### config.mk
export PLATFORM = sky130hd
export DESIGN_NAME = timer_capture
export DESIGN_NICKNAME = d
export VERILOG_FILES = /design/src/rtl/pulse_div.v /design/src/rtl/timer_capture.v
export VERILOG_INCLUDE_DIRS = /design/src /design/src/inc
export SDC_FILE = /design/constraint.sdc
export NUM_CORES = 1
export LEC_CHECK = 0
export BUFFER_PORTS_ARGS = -buffer_cell sky130_fd_sc_hd__buf_2
export CAP_MARGIN = 10
export CORE_MARGIN = 4
export CORE_UTILIZATION = 57
export DETAILED_ROUTE_END_ITERATION = 12
export GPL_TIMING_DRIVEN = 0
export PLACE_DENSITY = 0.79
export RECOVER_POWER = 25
export SYNTH_ARGS = -nofsm -noshare
export SYNTH_HDL_FRONTEND = slang
export SYNTH_SLANG_ARGS = --single-unit
### constraint.sdc
create_clock -name sys_clk -period 3.87 [get_ports sys_clk]
set_input_delay 0.774 -clock sys_clk [delete_from_list [all_inputs] [get_ports sys_clk]]
set_output_delay 0.774 -clock sys_clk [all_outputs]
set_load 0.005 [all_outputs]
### src/inc/timer_map.vh
// Register map, field positions, reset values and divider figures of the 8-bit capture timer.
// Assumes a 32-bit APB slave with byte addresses in the low eight bits of paddr.
`ifndef TIMER_MAP_VH
`define TIMER_MAP_VH

`define OFF_CTRL 8'h00
`define OFF_EXT_CTRL 8'h04
`define OFF_REG_A 8'h08
`define OFF_REG_B 8'h0C
`define OFF_COUNT 8'h10
`define OFF_IRQ_STATUS 8'h14
`define OFF_IRQ_MASK 8'h18

`define CTRL_MODE_LO 0
`define CTRL_SEL_LO 2
`define CTRL_RUN 4
`define CTRL_DIVSRC 5
`define CTRL_SOFTWARE_CAPTURE_BIT 6
`define CTRL_LOWSPD 7
`define EXT_EDGE_SEL 3

`define MODE_TIMER 2'h0
`define MODE_EVENT 2'h1
`define MODE_CAPTURE 2'h2

`define IRQ_MATCH 0
`define IRQ_OVF 1

`define CTRL_RESET 8'h00
`define EXT_RESET 1'h0
`define MASK_RESET 2'h0
`define STATUS_RESET 2'h0

`define HF_LOG2_SLOW 12
`define HF_LOG2_MID 10
`define HF_LOG2_FAST 7
`define LF_LOG2_SLOW 4
`define LF_LOG2_FAST 2
`define LF_DIV_DEFAULT 16'h17D7

`endif

### src/rtl/pulse_div.v
// Power-of-two divider of a one-cycle step pulse.
// Assumes step is a single-cycle enable on sys_clk.
`timescale 1ns/1ps
module pulse_div #(
  parameter LOG2 = 4
) (
  input wire sys_clk,
  input wire rst,
  input wire step,
  output reg pulse_r
);
  reg [LOG2-1:0] cnt_r;

  always @(posedge sys_clk or posedge rst) begin
    if (rst) begin
      cnt_r <= {LOG2{1'b0}};
      pulse_r <= 1'b0;
    end else begin
      pulse_r <= step & (&cnt_r);
      if (step) begin
        cnt_r <= cnt_r + {{(LOG2-1){1'b0}}, 1'b1};
      end
    end
  end
endmodule

### src/rtl/timer_capture.v
// 8-bit timer, event counter and pulse capture unit with an APB register port.
// Assumes one 200 MHz sys_clk; the low-frequency oscillator is an enable derived from it.
`timescale 1ns/1ps
`include "timer_map.vh"
module timer_capture #(
  // sys_clk cycles per low_freq_osc period
  parameter [15:0] LF_DIV = `LF_DIV_DEFAULT
) (
  input wire sys_clk,
  input wire rst,
  input wire psel,
  input wire penable,
  input wire pwrite,
  input wire [7:0] paddr,
  input wire [31:0] pwdata,
  output reg [31:0] prdata_r,
  output reg pready_r,
  output reg pslverr_r,
  input wire timer_input_pin,
  output reg timer_irq
);
  reg [15:0] lf_cnt_r;
  reg lf_tick_r;
  wire hf_slow;
  wire hf_mid;
  wire hf_fast;
  wire lf_slow;
  wire lf_fast;
  reg [7:0] timer_control_reg;
  reg ext_edge_r;
  reg [7:0] compare_capture_reg_a;
  reg [7:0] capture_reg_b;
  reg [7:0] cnt_r;
  reg [7:0] cnt_nxt;
  reg armed_r;
  reg armed_nxt;
  reg [1:0] status_r;
  reg [1:0] mask_r;
  reg pin_s1_r;
  reg pin_s2_r;
  reg pin_s3_r;
  reg tick;
  reg a_load;
  reg [7:0] a_val;
  reg b_load;
  reg ev_match;
  reg ev_ovf;
  reg [31:0] rd_mux;
  reg addr_hit;
  wire [1:0] mode;
  wire [1:0] clk_sel;
  wire run;
  wire software_capture_bit;
  wire setup;
  wire access;
  wire wr_en;
  wire rd_en;
  wire rise;
  wire fall;
  wire act_edge;
  wire opp_edge;
  wire [7:0] cnt_inc;
  wire [1:0] status_nxt;

  assign mode = timer_control_reg[`CTRL_MODE_LO+1:`CTRL_MODE_LO];
  assign clk_sel = timer_control_reg[`CTRL_SEL_LO+1:`CTRL_SEL_LO];
  assign run = timer_control_reg[`CTRL_RUN];
  assign software_capture_bit = timer_control_reg[`CTRL_SOFTWARE_CAPTURE_BIT];
  assign cnt_inc = cnt_r + 8'h01;

  // Low-frequency oscillator as an enable; LF_DIV is not a power of two, so it counts on its own
  always @(posedge sys_clk or posedge rst) begin
    if (rst) begin
      lf_cnt_r <= 16'h0000;
      lf_tick_r <= 1'b0;
    end else if (lf_cnt_r == LF_DIV - 16'h0001) begin
      lf_cnt_r <= 16'h0000;
      lf_tick_r <= 1'b1;
    end else begin
      lf_cnt_r <= lf_cnt_r + 16'h0001;
      lf_tick_r <= 1'b0;
    end
  end

  pulse_div #(.LOG2(`HF_LOG2_SLOW)) div_hf_slow (
    .sys_clk(sys_clk),
    .rst(rst),
    .step(1'b1),
    .pulse_r(hf_slow)
  );
  pulse_div #(.LOG2(`HF_LOG2_MID)) div_hf_mid (
    .sys_clk(sys_clk),
    .rst(rst),
    .step(1'b1),
    .pulse_r(hf_mid)
  );
  pulse_div #(.LOG2(`HF_LOG2_FAST)) div_hf_fast (
    .sys_clk(sys_clk),
    .rst(rst),
    .step(1'b1),
    .pulse_r(hf_fast)
  );
  pulse_div #(.LOG2(`LF_LOG2_SLOW)) div_lf_slow (
    .sys_clk(sys_clk),
    .rst(rst),
    .step(lf_tick_r),
    .pulse_r(lf_slow)
  );
  pulse_div #(.LOG2(`LF_LOG2_FAST)) div_lf_fast (
    .sys_clk(sys_clk),
    .rst(rst),
    .step(lf_tick_r),
    .pulse_r(lf_fast)
  );

  always @* begin
    tick = 1'b0;
    if (timer_control_reg[`CTRL_LOWSPD]) begin
      tick = lf_slow;
    end else begin
      case (clk_sel)
        2'h0: tick = timer_control_reg[`CTRL_DIVSRC] ? lf_slow : hf_slow;
        2'h1: tick = timer_control_reg[`CTRL_DIVSRC] ? lf_fast : hf_mid;
        2'h2: tick = hf_fast;
        default: tick = 1'b0;
      endcase
    end
  end

  // Pin synchroniser; edges are taken only from the second and third stages
  always @(posedge sys_clk or posedge rst) begin
    if (rst) begin
      pin_s1_r <= 1'b0;
      pin_s2_r <= 1'b0;
      pin_s3_r <= 1'b0;
    end else begin
      pin_s1_r <= timer_input_pin;
      pin_s2_r <= pin_s1_r;
      pin_s3_r <= pin_s2_r;
    end
  end

  assign rise = pin_s2_r & ~pin_s3_r;
  assign fall = ~pin_s2_r & pin_s3_r;
  assign act_edge = ext_edge_r ? fall : rise;
  // Opposite edge is the other polarity
  assign opp_edge = ext_edge_r ? rise : fall;

  // APB: pready comes one cycle after setup, so every access has one wait-free access cycle
  assign setup = psel & ~penable;
  assign access = psel & penable & pready_r;
  assign wr_en = access & pwrite & ~pslverr_r;
  assign rd_en = access & ~pwrite & ~pslverr_r;

  always @* begin
    rd_mux = 32'h00000000;
    addr_hit = 1'b1;
    case (paddr)
      `OFF_CTRL: rd_mux = {24'h000000, timer_control_reg};
      `OFF_EXT_CTRL: rd_mux = {28'h0000000, ext_edge_r, 3'h0};
      `OFF_REG_A: rd_mux = {24'h000000, compare_capture_reg_a};
      `OFF_REG_B: rd_mux = {24'h000000, capture_reg_b};
      `OFF_COUNT: rd_mux = {24'h000000, cnt_r};
      `OFF_IRQ_STATUS: rd_mux = {30'h0, status_r};
      `OFF_IRQ_MASK: rd_mux = {30'h0, mask_r};
      default: addr_hit = 1'b0;
    endcase
  end

  always @(posedge sys_clk or posedge rst) begin
    if (rst) begin
      pready_r <= 1'b0;
      pslverr_r <= 1'b0;
      prdata_r <= 32'h00000000;
    end else begin
      pready_r <= setup;
      pslverr_r <= setup & ~addr_hit;
      if (setup) begin
        prdata_r <= (pwrite | ~addr_hit) ? 32'h00000000 : rd_mux;
      end
    end
  end

  // Counter, capture and compare
  always @* begin
    cnt_nxt = cnt_r;
    armed_nxt = armed_r;
    a_load = 1'b0;
    a_val = cnt_r;
    b_load = 1'b0;
    ev_match = 1'b0;
    ev_ovf = 1'b0;
    if (rd_en && paddr == `OFF_REG_A) begin
      armed_nxt = 1'b1;
    end
    if (!run) begin
      cnt_nxt = 8'h00;
      armed_nxt = 1'b1;
    end else begin
      case (mode)
        `MODE_TIMER: begin
          if (tick) begin
            if (cnt_inc == compare_capture_reg_a) begin
              cnt_nxt = 8'h00;
              ev_match = 1'b1;
            end else begin
              cnt_nxt = cnt_inc;
            end
          end
        end
        `MODE_EVENT: begin
          if (act_edge) begin
            if (cnt_inc == compare_capture_reg_a) begin
              cnt_nxt = 8'h00;
              ev_match = 1'b1;
            end else begin
              cnt_nxt = cnt_inc;
            end
          end
        end
        `MODE_CAPTURE: begin
          // Disarmed edges and overflows pass unseen, counter keeps running
          if (armed_r && act_edge) begin
            a_load = 1'b1;
            cnt_nxt = 8'h00;
            ev_match = 1'b1;
            armed_nxt = 1'b0;
          end else begin
            if (tick) begin
              cnt_nxt = cnt_inc;
            end
            if (armed_r && tick && cnt_r == 8'hFF) begin
              a_load = 1'b1;
              a_val = 8'hFF;
              ev_ovf = 1'b1;
              armed_nxt = 1'b0;
            end
            if (armed_r && opp_edge) begin
              b_load = 1'b1;
            end
          end
        end
        default: cnt_nxt = 8'h00;
      endcase
    end
  end

  always @(posedge sys_clk or posedge rst) begin
    if (rst) begin
      cnt_r <= 8'h00;
      armed_r <= 1'b1;
      timer_control_reg <= `CTRL_RESET;
      ext_edge_r <= `EXT_RESET;
      mask_r <= `MASK_RESET;
    end else begin
      cnt_r <= cnt_nxt;
      armed_r <= armed_nxt;
      if (wr_en && paddr == `OFF_CTRL) begin
        timer_control_reg <= pwdata[7:0];
      end else if (software_capture_bit) begin
        timer_control_reg[`CTRL_SOFTWARE_CAPTURE_BIT] <= 1'b0;
      end
      if (wr_en && paddr == `OFF_EXT_CTRL) begin
        ext_edge_r <= pwdata[`EXT_EDGE_SEL];
      end
      if (wr_en && paddr == `OFF_IRQ_MASK) begin
        mask_r <= pwdata[1:0];
      end
    end
  end

  // No reset on the two timer registers
  always @(posedge sys_clk) begin
    if (a_load) begin
      compare_capture_reg_a <= a_val;
    end else if (wr_en && paddr == `OFF_REG_A) begin
      compare_capture_reg_a <= pwdata[7:0];
    end
    if (b_load || software_capture_bit) begin
      capture_reg_b <= cnt_r;
    end
  end

  // Read clears only the bits that were returned, so a flag set meanwhile survives
  assign status_nxt = (rd_en && paddr == `OFF_IRQ_STATUS) ? (status_r & ~prdata_r[1:0]) : status_r;

  always @(posedge sys_clk or posedge rst) begin
    if (rst) begin
      status_r <= `STATUS_RESET;
      timer_irq <= 1'b0;
    end else begin
      status_r <= status_nxt | {ev_ovf, ev_match};
      timer_irq <= |(status_r & mask_r);
    end
  end
endmodule
==> flow_summary.yaml, run 1 <==
synth:
  synthCells: 460
  ys_seq_area_frac: 0.525
  async_flop_share: 0.853
  synth-main-ff-cell: "dfrtp_1"
  synth_top_area_frac: 0.430
  ys_ff_latch: 109
  synth_top_area_cell: "dfrtp_1"
  syn_area_mm2: 0.00535
  synth_edf_count: 16
  synthTopCellsByArea: "dfrtp_1 (43%), edfxtp_1 (9.0%), xnor2_1 (5.2%)"
  yosys_warnings: 0
  synth.distinct_cells: 65
  avgSynthCellArea_um2: 11.6
cts:
  clk_latency_ns: 0.37
  cts_num_sinks: 109
  cts_tree: "yes"
  clkTransAtPathRegs_ns: 0.10
  htree_num_levels: 3
  cts.hold.buffers_added: 0
  cts_buffer_depth: 2
  cts_resized: 0
  post_cts_buffers: 0
  cts_buffers: 9
  clockRootBuffer: "clkbuf_8"
worst_setup_path:
  cp-end-kind: "register"
  cp_max_fo: 10
  r2r_cells: 6
  critPathKind: "register to register"
  required_ns: 3.87
  critPathArrivalTime_ns: 2.58
  startpoint_type: "register"
floorplan:
  start_util: 0.582
  fp.coreArea_mm2: 0.00920
  die_h_um: 105
  die_area_mm2: 0.0110
  dieWidth_um: 105
  num_rows: 35
  io_pins: 81
placed_design:
  post-place-cells: 627
  placed_area_mm2: 0.00577
  place.gp.congestion: 0.895
  pre_cts_ws_ns: 1.11
  port_buffers: 32
  place_hpwl_mm: 7.33
pwr:
  combPwrFrac: 0.050
  switchingPower_uw: 439
  p_int_uw: 1540
  power.share.clock: 0.361
  ir_drop_mv: 0.288
  cellLeakagePower_uw: 0.00278
  switching_share: 0.222
  power_density_mw_per_mm2: 331
  p_seq_frac: 0.589
global_routing:
  grt_use_total: 0.188
  grt_start_max_net_pins: 55
  antenna_found_initial: 0
  grt-ovfl-total: 0
  first_global_vias: 3672
  grt_pass1_wl_mm: 16.9
drt:
  via_count: 3580
  route.detailed.drc: 0
  drt_wl_total_mm: 9.84
  first_pass_iters: 5
  wl_per_cell_um: 15.3
  drt_iter0_markers: 155
  via_per_inst: 5.57
  ant_nets: 0
run:
  cap_violations: 1
timing:
  setup_viol: 0
  worstMarginPinSlew_ns: 1.77
  clock_skew_ns: 0.00793
  period_needed_ns: 2.58
  fin_ws_ns: 1.29
  rsz0062_at_grt: "no"
  slew_headroom: -0.190
  holdWs_ns: 0.356
  max_clock_freq_mhz: 388
  hold_viol: 0
  final.period_utilization: 0.667
  slew_viol_final: 40
status:
  violations: "max-capacitance violations, max-slew violations"
  outcome: "complete, but fails checks"
hold_path:
  hold_depth: 0
  hold_path_class: "register to register"
finish:
  nets: 581
  top_regs: "lf_cnt_r: 16 flops, div_hf_slow.cnt_r: 12 flops, div_hf_mid.cnt_r: 10 flops"
  antennaDiodeCount: 0
  area_delta_synth_final_pct: 11.7
  layout.cells.non_filler: 643
  drive_gt1_frac: 0.224
  largest_reg_flops: 16
  stdcell_area_mm2: 0.00598
  regMostFlops: "lf_cnt_r"
[final timing paths]
kind / start / to / slack, ns
setup / recovery: cnt_r[0] / compare_capture_reg_a[6] / 1.29
hold / removal: pin_s1_r / pin_s2_r / 0.36
setup reg to reg: cnt_r[0] / compare_capture_reg_a[6] / 1.29
hold reg to reg: pin_s1_r / pin_s2_r / 0.36
max in group asynchronous: rst / armed_r / 2.10
min in group asynchronous: rst / lf_cnt_r[10] / 0.83
[layout make-up]
cell class,instances,area (µm²)
clock inverters,3,22.5
multi-input cells,323,2320
well taps,111,139
fillers,721,3210
plain buffers,39,267
inverters,12,46.3
repair buffers,33,188
flip-flops and latches,109,2810
clock buffers,13,191
[layer usage]
metal | wire, µm | up-vias | part of all wire | track usage
met4 | 171 | 0 | 0.017 | 0.0590
li1 | - | 1725 | - | -
met3 | 548 | 16 | 0.056 | 0.0389
met1 | 4130 | 1747 | 0.42 | 0.231
met2 | 4990 | 92 | 0.51 | 0.331
met5 | 0 | - | 0 | 0
[synthesized netlist by cell type, types with 7 or more instances]
master    instances
nor2_1           25
and3_1           11
mux2i_1          16
nand3_1          27
xor2_1           19
inv_1            12
edfxtp_1         16
nand4_1           9
xnor2_1          32
mux2_2           17
ha_1              8
dfrtp_1          92
o22ai_1           7
a22o_1            7
a31oi_1           7
buf_4            26
nand2_1          30
[critical path, stage by stage (launching register included)]
cell      delay (ns)
dfrtp_1         0.55
ha_1            0.32
nand4_1         0.12
nor3_1          0.14
o21ai_1         0.17
a21oi_4         0.41
o21bai_1        0.49
[logic make-up after synthesis]
family | share of synthesized area
other cells | 0.000700
xor+xnor | 0.0876
buf+inv | 0.0582
compound gates | 0.0809
flops | 0.525
mux | 0.0678
fa+ha+maj | 0.0187
simple gates | 0.161
[power by group through the flow]
| stage | logic [µW] | registers (µW) | clock network [µW] |
|---|---|---|---|
| floorplan | 68.2 | 1190 | 0 |
| global placement | 93.5 | 1190 | 0 |
| detailed placement | 99.6 | 1190 | 0 |
| CTS | 99.9 | 1170 | 731 |
| global route | 112 | 1170 | 779 |
| finish | 99.1 | 1170 | 714 |
[placed cells by master (no fill, tap or decap), types with 5 or more instances in the layout]
cell type  instances
ha_1               8
o22ai_1            7
mux2i_1           16
a22o_1             7
clkbuf_8          10
and2_1             5
dfrtp_1           92
inv_1             11
nand4_1            9
edfxtp_1          16
buf_4             26
and3_1            11
xnor2_1           32
nand2_1           30
xor2_1            19
nand3_1           27
o21ai_0            6
conb_1            24
mux2_2            17
a21oi_1            6
a31oi_1            7
nor2_1            25
buf_2             36
[per-stage QoR]
stage / utilization / TNS [ns] / power, µW
floorplan: - / 0 / 1260
global placement: 0.624 / -28.01 / 1280
detailed placement: 0.627 / 0 / 1290
CTS: 0.651 / 0 / 2000
global route: 0.650 / 0 / 2060
finish: 0.650 / 0 / 1980
Note: power is estimated with default switching activity, not from simulation.
==> inputs of run 2 (changes only) <==
--- a/config.mk
+++ b/config.mk
@@ -9,10 +9,10 @@
 export BUFFER_PORTS_ARGS = -buffer_cell sky130_fd_sc_hd__buf_2
 export CAP_MARGIN = 10
 export CORE_MARGIN = 4
-export CORE_UTILIZATION = 57
+export CORE_UTILIZATION = 51
 export DETAILED_ROUTE_END_ITERATION = 12
 export GPL_TIMING_DRIVEN = 0
-export PLACE_DENSITY = 0.79
+export PLACE_DENSITY = 0.75
 export RECOVER_POWER = 25
 export SYNTH_ARGS = -nofsm -noshare
 export SYNTH_HDL_FRONTEND = slang
==> constraint.sdc (replaced) <==
create_clock -name sys_clk -period 2.1 [get_ports sys_clk]
set_input_delay 0.42 -clock sys_clk [delete_from_list [all_inputs] [get_ports sys_clk]]
set_output_delay 0.42 -clock sys_clk [all_outputs]
set_load 0.005 [all_outputs]
==> run 2 against run 1 <==
Net effect:
- the flow now finishes without violations
- final area is 3.8% higher
- critical endpoint is now cnt_r[2]
- non-clock buffer count is 17 higher
- cell count is 6.4% higher
- critical path type unchanged
- sequential cell count stayed put
- combinational power is 91% higher
- highest routed layer unchanged
- global-route usage is 1.5 points lower
==> flow_summary.yaml, run 2 (synthesis gave the netlist of run 1 again) <==
status:
  outcome: "completed"
placed_design:
  place.gp.congestion: 0.893
  pre_cts_ws_ns: -0.498
  port_buffers: 32
  post-place-cells: 653
  place_hpwl_mm: 7.46
floorplan:
  num_rows: 37
  fp.coreArea_mm2: 0.0103
  die_area_mm2: 0.0122
  start_util: 0.521
  die_h_um: 110
  io_pins: 81
  dieWidth_um: 110
drt:
  route.detailed.drc: 0
  drt_wl_total_mm: 10.4
  first_pass_iters: 5
  via_count: 3673
  wl_per_cell_um: 15.2
  via_per_inst: 5.37
  ant_nets: 0
  drt_iter0_markers: 146
pwr:
  power_uw: 3690
  ir_drop_mv: 0.391
  power.share.clock: 0.367
  p_seq_frac: 0.582
  switching_share: 0.225
  p_int_uw: 2860
  power_density_mw_per_mm2: 594
  cellLeakagePower_uw: 0.00287
  combPwrFrac: 0.051
  switchingPower_uw: 829
cts:
  htree_num_levels: 3
  cts_num_sinks: 109
  cts_tree: "yes"
  cts_buffers: 9
  clockRootBuffer: "clkbuf_8"
  clk_latency_ns: 0.37
  cts_buffer_depth: 2
  clkTransAtPathRegs_ns: 0.09
finish:
  final_cell_mix: "dfrtp_1 (88), buf_4 (41), buf_2 (35)"
  nets: 598
  drive_gt1_frac: 0.268
  layout.cells.non_filler: 684
  area_delta_synth_final_pct: 16.0
  final_common_cell: "dfrtp_1"
  regMostFlops: "lf_cnt_r"
  top_regs: "lf_cnt_r: 16 flops, div_hf_slow.cnt_r: 12 flops, div_hf_mid.cnt_r: 10 flops"
  largest_reg_flops: 16
  antennaDiodeCount: 0
global_routing:
  first_global_vias: 3698
  grt.met3_usage: 0.0389
  top_usage_layer: "met2"
  grtUsageMet1: 0.212
  grt_start_max_net_pins: 44
  grt-ovfl-total: 0
  grt_pass1_wl_mm: 17.5
  antenna_found_initial: 0
  grt_use_total: 0.173
  grtUsageMet2: 0.302
timing:
  worstMarginPinSlew_ns: 0.743
  hold_viol: 0
  fin_ws_ns: 0.0682
  final.setup.tns_ns: 0
  final.period_utilization: 0.968
  holdWs_ns: 0.158
  slew_headroom: 0.503
  slew_viol_final: 0
  max_clock_freq_mhz: 492
  period_needed_ns: 2.03
  clock_skew_ns: 0.0116
  setup_viol: 0
hold_path:
  worst_hold_startpoint: "timer_input_pin"
  hold_depth: 1
  hold_path_class: "primary input to register"
  min_to: "pin_s1_r"
worst_setup_path:
  reg2reg_from: "timer_control_reg[5]"
  r2r_setup_slack_ns: 0.07
  critPathKind: "register to register"
  critPathArrivalTime_ns: 2.32
  startpoint_type: "register"
  cp-end-kind: "register"
  r2r_cells: 8
  required_ns: 2.38
  cp_max_fo: 10
  r2r_end: "cnt_r[2]"
run:
  cap_violations: 0
[run 2: cell count changes in the layout (fill, tap and decap cells not counted), sizes merged]
cell / previous run / this run
clkinv: 2 / 1
dlygate4sd3: 0 / 1
bufinv: 0 / 1
inv: 12 / 14
clkbuf: 18 / 16
buf: 67 / 82
[run 2: how the worst max path moves through the flow]
stage / from / to / slack [ns] / cells after the start
after global routing: cnt_r[0] / cnt_r[2] / -0.007 / 8
after detailed placement: cnt_r[0] / compare_capture_reg_a[2] / -0.50 / 6
after floorplan: cnt_r[0] / compare_capture_reg_a[0] / 0.08 / 6
after CTS: cnt_r[0] / cnt_r[1] / 0.009 / 7
final: timer_control_reg[5] / cnt_r[2] / 0.07 / 8
after global placement: cnt_r[0] / compare_capture_reg_a[2] / -0.50 / 6
[run 2: area by class of cell]
| type | instances | area (µm²) |
|---|---|---|
| Clock inverter | 5 | 65.1 |
| Tap cell | 136 | 170 |
| Inverter | 12 | 46.3 |
| Buffer | 39 | 272 |
| Sequential cell | 109 | 2810 |
| Clock buffer | 10 | 149 |
| Fill cell | 856 | 4070 |
| Timing Repair Buffer | 50 | 323 |
| Multi-Input combinational cell | 323 | 2370 |
[run 2: timing repair]
item,in CTS,in global routing
resized for setup,7,12
cloned,0,1
pin swaps,3,5
endpoints found under the setup margin,22,18
hold endpoints to repair,11,0
buffers inserted,8,6
hold buffers,1,0
[run 2: power by group through the flow]
stage / logic, µW / registers (µW) / clock network (µW)
after floorplan: 126 / 2190 / 0
after global placement: 174 / 2190 / 0
after detailed placement: 187 / 2190 / 0
after CTS: 189 / 2150 / 1380
after global routing: 214 / 2150 / 1470
final: 189 / 2150 / 1350
[run 2: worst max-delay path: stages, from the launching register on]
cell	delay (ns)
dfrtp_2	0.45
mux2i_1	0.15
o32ai_2	0.35
buf_4	0.18
o21ai_2	0.09
a22oi_2	0.27
buf_6	0.19
nand3b_1	0.09
a31oi_1	0.18
[run 2: metrics by stage]
stage	instance area [µm²]	util
after floorplan	5440	-
after global placement	5770	0.562
after detailed placement	5810	0.566
after CTS	6120	0.595
after global routing	6210	0.604
final	6210	0.604
[run 2: metal layers]
metal	vias to the layer above	wire length (µm)
li1	1758	-
met1	1784	4340
met2	119	5300
met3	12	621
met4	0	145
met5	-	0
==> inputs of run 3 (changes only) <==
--- a/config.mk
+++ b/config.mk
@@ -9,10 +9,10 @@
 export BUFFER_PORTS_ARGS = -buffer_cell sky130_fd_sc_hd__buf_2
 export CAP_MARGIN = 10
 export CORE_MARGIN = 4
-export CORE_UTILIZATION = 51
+export CORE_UTILIZATION = 57
 export DETAILED_ROUTE_END_ITERATION = 12
 export GPL_TIMING_DRIVEN = 0
-export PLACE_DENSITY = 0.75
+export PLACE_DENSITY = 0.79
 export RECOVER_POWER = 25
 export SYNTH_ARGS = -nofsm -noshare
 export SYNTH_HDL_FRONTEND = slang
==> constraint.sdc (replaced) <==
create_clock -name sys_clk -period 2.2 [get_ports sys_clk]
set_input_delay 0.44 -clock sys_clk [delete_from_list [all_inputs] [get_ports sys_clk]]
set_output_delay 0.44 -clock sys_clk [all_outputs]
set_load 0.005 [all_outputs]
==> run 3 against run 2 <==
Net effect:
- register-to-register slack about the same
- combinational power decreased by 7%
- die area decreased by 9.8%
- hold slack improved by 0.013 ns
==> flow_summary.yaml, run 3 (synthesis gave the netlist of run 1 again) <==
worst_setup_path:
  cp_max_fo: 10
  startpoint: "cnt_r[4]"
  required_ns: 2.49
  path_cells: "buf_6, nand4_1, buf_4, or3_1, and4b_4, nand4_4, buf_6, nand3b_1, a31oi_1"
  reg2reg_from: "cnt_r[4]"
  r2r_setup_slack_ns: 0.07
  critPathKind: "register to register"
  startpoint_type: "register"
  slowest_stage: "dfrtp_1"
  cp-end-kind: "register"
  critPathMaxStageDelay_ns: 0.37
  critPathArrivalTime_ns: 2.42
  r2r_cells: 9
  crit_top_cell: "buf_6"
floorplan:
  io_pins: 81
  num_rows: 35
  die_area_mm2: 0.0110
  die_h_um: 105
  start_util: 0.582
  dieWidth_um: 105
  fp.coreArea_mm2: 0.00920
cts:
  clockRootBuffer: "clkbuf_8"
  cts_num_sinks: 109
  htree_num_levels: 3
  clk_latency_ns: 0.37
  cts_tree: "yes"
  cts_buffers: 9
  cts.hold.buffers_added: 0
  clkTransAtPathRegs_ns: 0.10
  cts_buffer_depth: 2
finish:
  area_delta_synth_final_pct: 13.3
  top_regs: "lf_cnt_r: 16 flops, div_hf_slow.cnt_r: 12 flops, div_hf_mid.cnt_r: 10 flops"
  antennaDiodeCount: 0
  nFillCells: 692
  finish.utilization: 0.660
  largest_reg_flops: 16
  regMostFlops: "lf_cnt_r"
  drive_gt1_frac: 0.249
  final_common_cell: "dfrtp_1"
  final_cell_mix: "dfrtp_1 (89), buf_2 (35), xnor2_1 (32), buf_4 (32), nand2_1 (30)"
  stdcell_area_mm2: 0.00607
  nets: 591
timing:
  period_needed_ns: 2.13
  hold_viol: 0
  worstMarginPinSlew_ns: 1.37
  max_clock_freq_mhz: 470
  setup_viol: 0
  slew_headroom: 0.0838
  clock_skew_ns: 0.0117
  slew_viol_final: 0
  final.period_utilization: 0.966
drt:
  first_pass_iters: 6
  via_per_inst: 5.55
  drt_wl_total_mm: 10.3
  wl_per_cell_um: 15.8
  drt_iter0_markers: 180
  via_count: 3626
  route.detailed.drc: 0
  ant_nets: 0
pwr:
  cellLeakagePower_uw: 0.00282
  power.share.clock: 0.354
  p_seq_frac: 0.595
  power_density_mw_per_mm2: 568
  p_int_uw: 2670
  combPwrFrac: 0.051
  ir_drop_mv: 0.455
  switching_share: 0.226
  power_uw: 3450
  switchingPower_uw: 778
global_routing:
  grt_pass1_wl_mm: 17.4
  grt_start_max_net_pins: 34
  first_global_vias: 3631
  grt-ovfl-total: 0
  grt_use_total: 0.197
  antenna_found_initial: 0
placed_design:
  place.gp.congestion: 0.867
  placed_area_mm2: 0.00578
  place_hpwl_mm: 7.65
  port_buffers: 32
hold_path:
  hold_depth: 1
  worst_hold_startpoint: "timer_input_pin"
  hold_path_class: "primary input to register"
run:
  cap_violations: 0
status:
  outcome: "completed"
==> run 3: final timing paths <==
kind / end
worst min-delay path: pin_s1_r
worst min register to register: pin_s2_r
min in group asynchronous: div_hf_mid.cnt_r[2]
worst max register to register: cnt_r[2]
max in group asynchronous: prdata_r[0]
worst max-delay path: cnt_r[2]
==> run 3: layout make-up <==
type / count / area (µm²) / share of cell area
buffer: 39 / 280 / 0.0462
inverter: 12 / 46.3 / 0.00763
multi-input combinational: 323 / 2340 / 0.386
clock inverter: 5 / 65.1 / 0.0107
clock buffer: 11 / 131 / 0.0217
tap: 111 / 139 / 0.0229
timing repair buffer: 43 / 251 / 0.0415
sequential: 109 / 2810 / 0.464
==> run 3: worst max-delay path, delay by kind of cell, from the launching register on <==
family,cells,cell delay (ns)
AND/OR/NAND/NOR,5,1.00
flip-flops,1,0.37
buffers and inverters,3,0.51
AO/OA/AOI/OAI,1,0.18
==> run 3: layer usage <==
layer | part of all wire | GRT usage | vias to the layer above
met5 | 0 | 0 | -
met4 | 0.014 | 0.0572 | 0
met3 | 0.056 | 0.0556 | 14
met2 | 0.51 | 0.331 | 103
met1 | 0.42 | 0.251 | 1766
li1 | - | - | 1743
==> run 3: power by group through the flow <==
stage               Combinational (µW)  Clock, µW  Sequential, µW
floorplan                          120          0            2090
global placement                   165          0            2090
detailed placement                 180          0            2090
CTS                                180       1260            2050
global route                       197       1340            2050
finish                             176       1220            2050
==> run 3: metrics by stage <==
stage / hold slack (ns) / instances / TNS (ns) / setup slack (ns)
5_1_grt: 0.145 / 653 / -0.00119 / -0.00119
3_3_place_gp: 0.334 / 626 / -3.51 / -0.354
3_5_place_dp: 0.337 / 628 / -4.48 / -0.427
6_report: 0.171 / 653 / 0 / 0.0745
4_1_cts: 0.148 / 648 / 0 / 0.00917
2_1_floorplan: 0.331 / 483 / 0 / 0.175
==> run 3: timing repair <==
item                       in CTS  in global routing
buffers inserted                4                  5
pin swaps                       2                  4
gates resized for setup         5                  9
setup endpoints to repair      19                 18
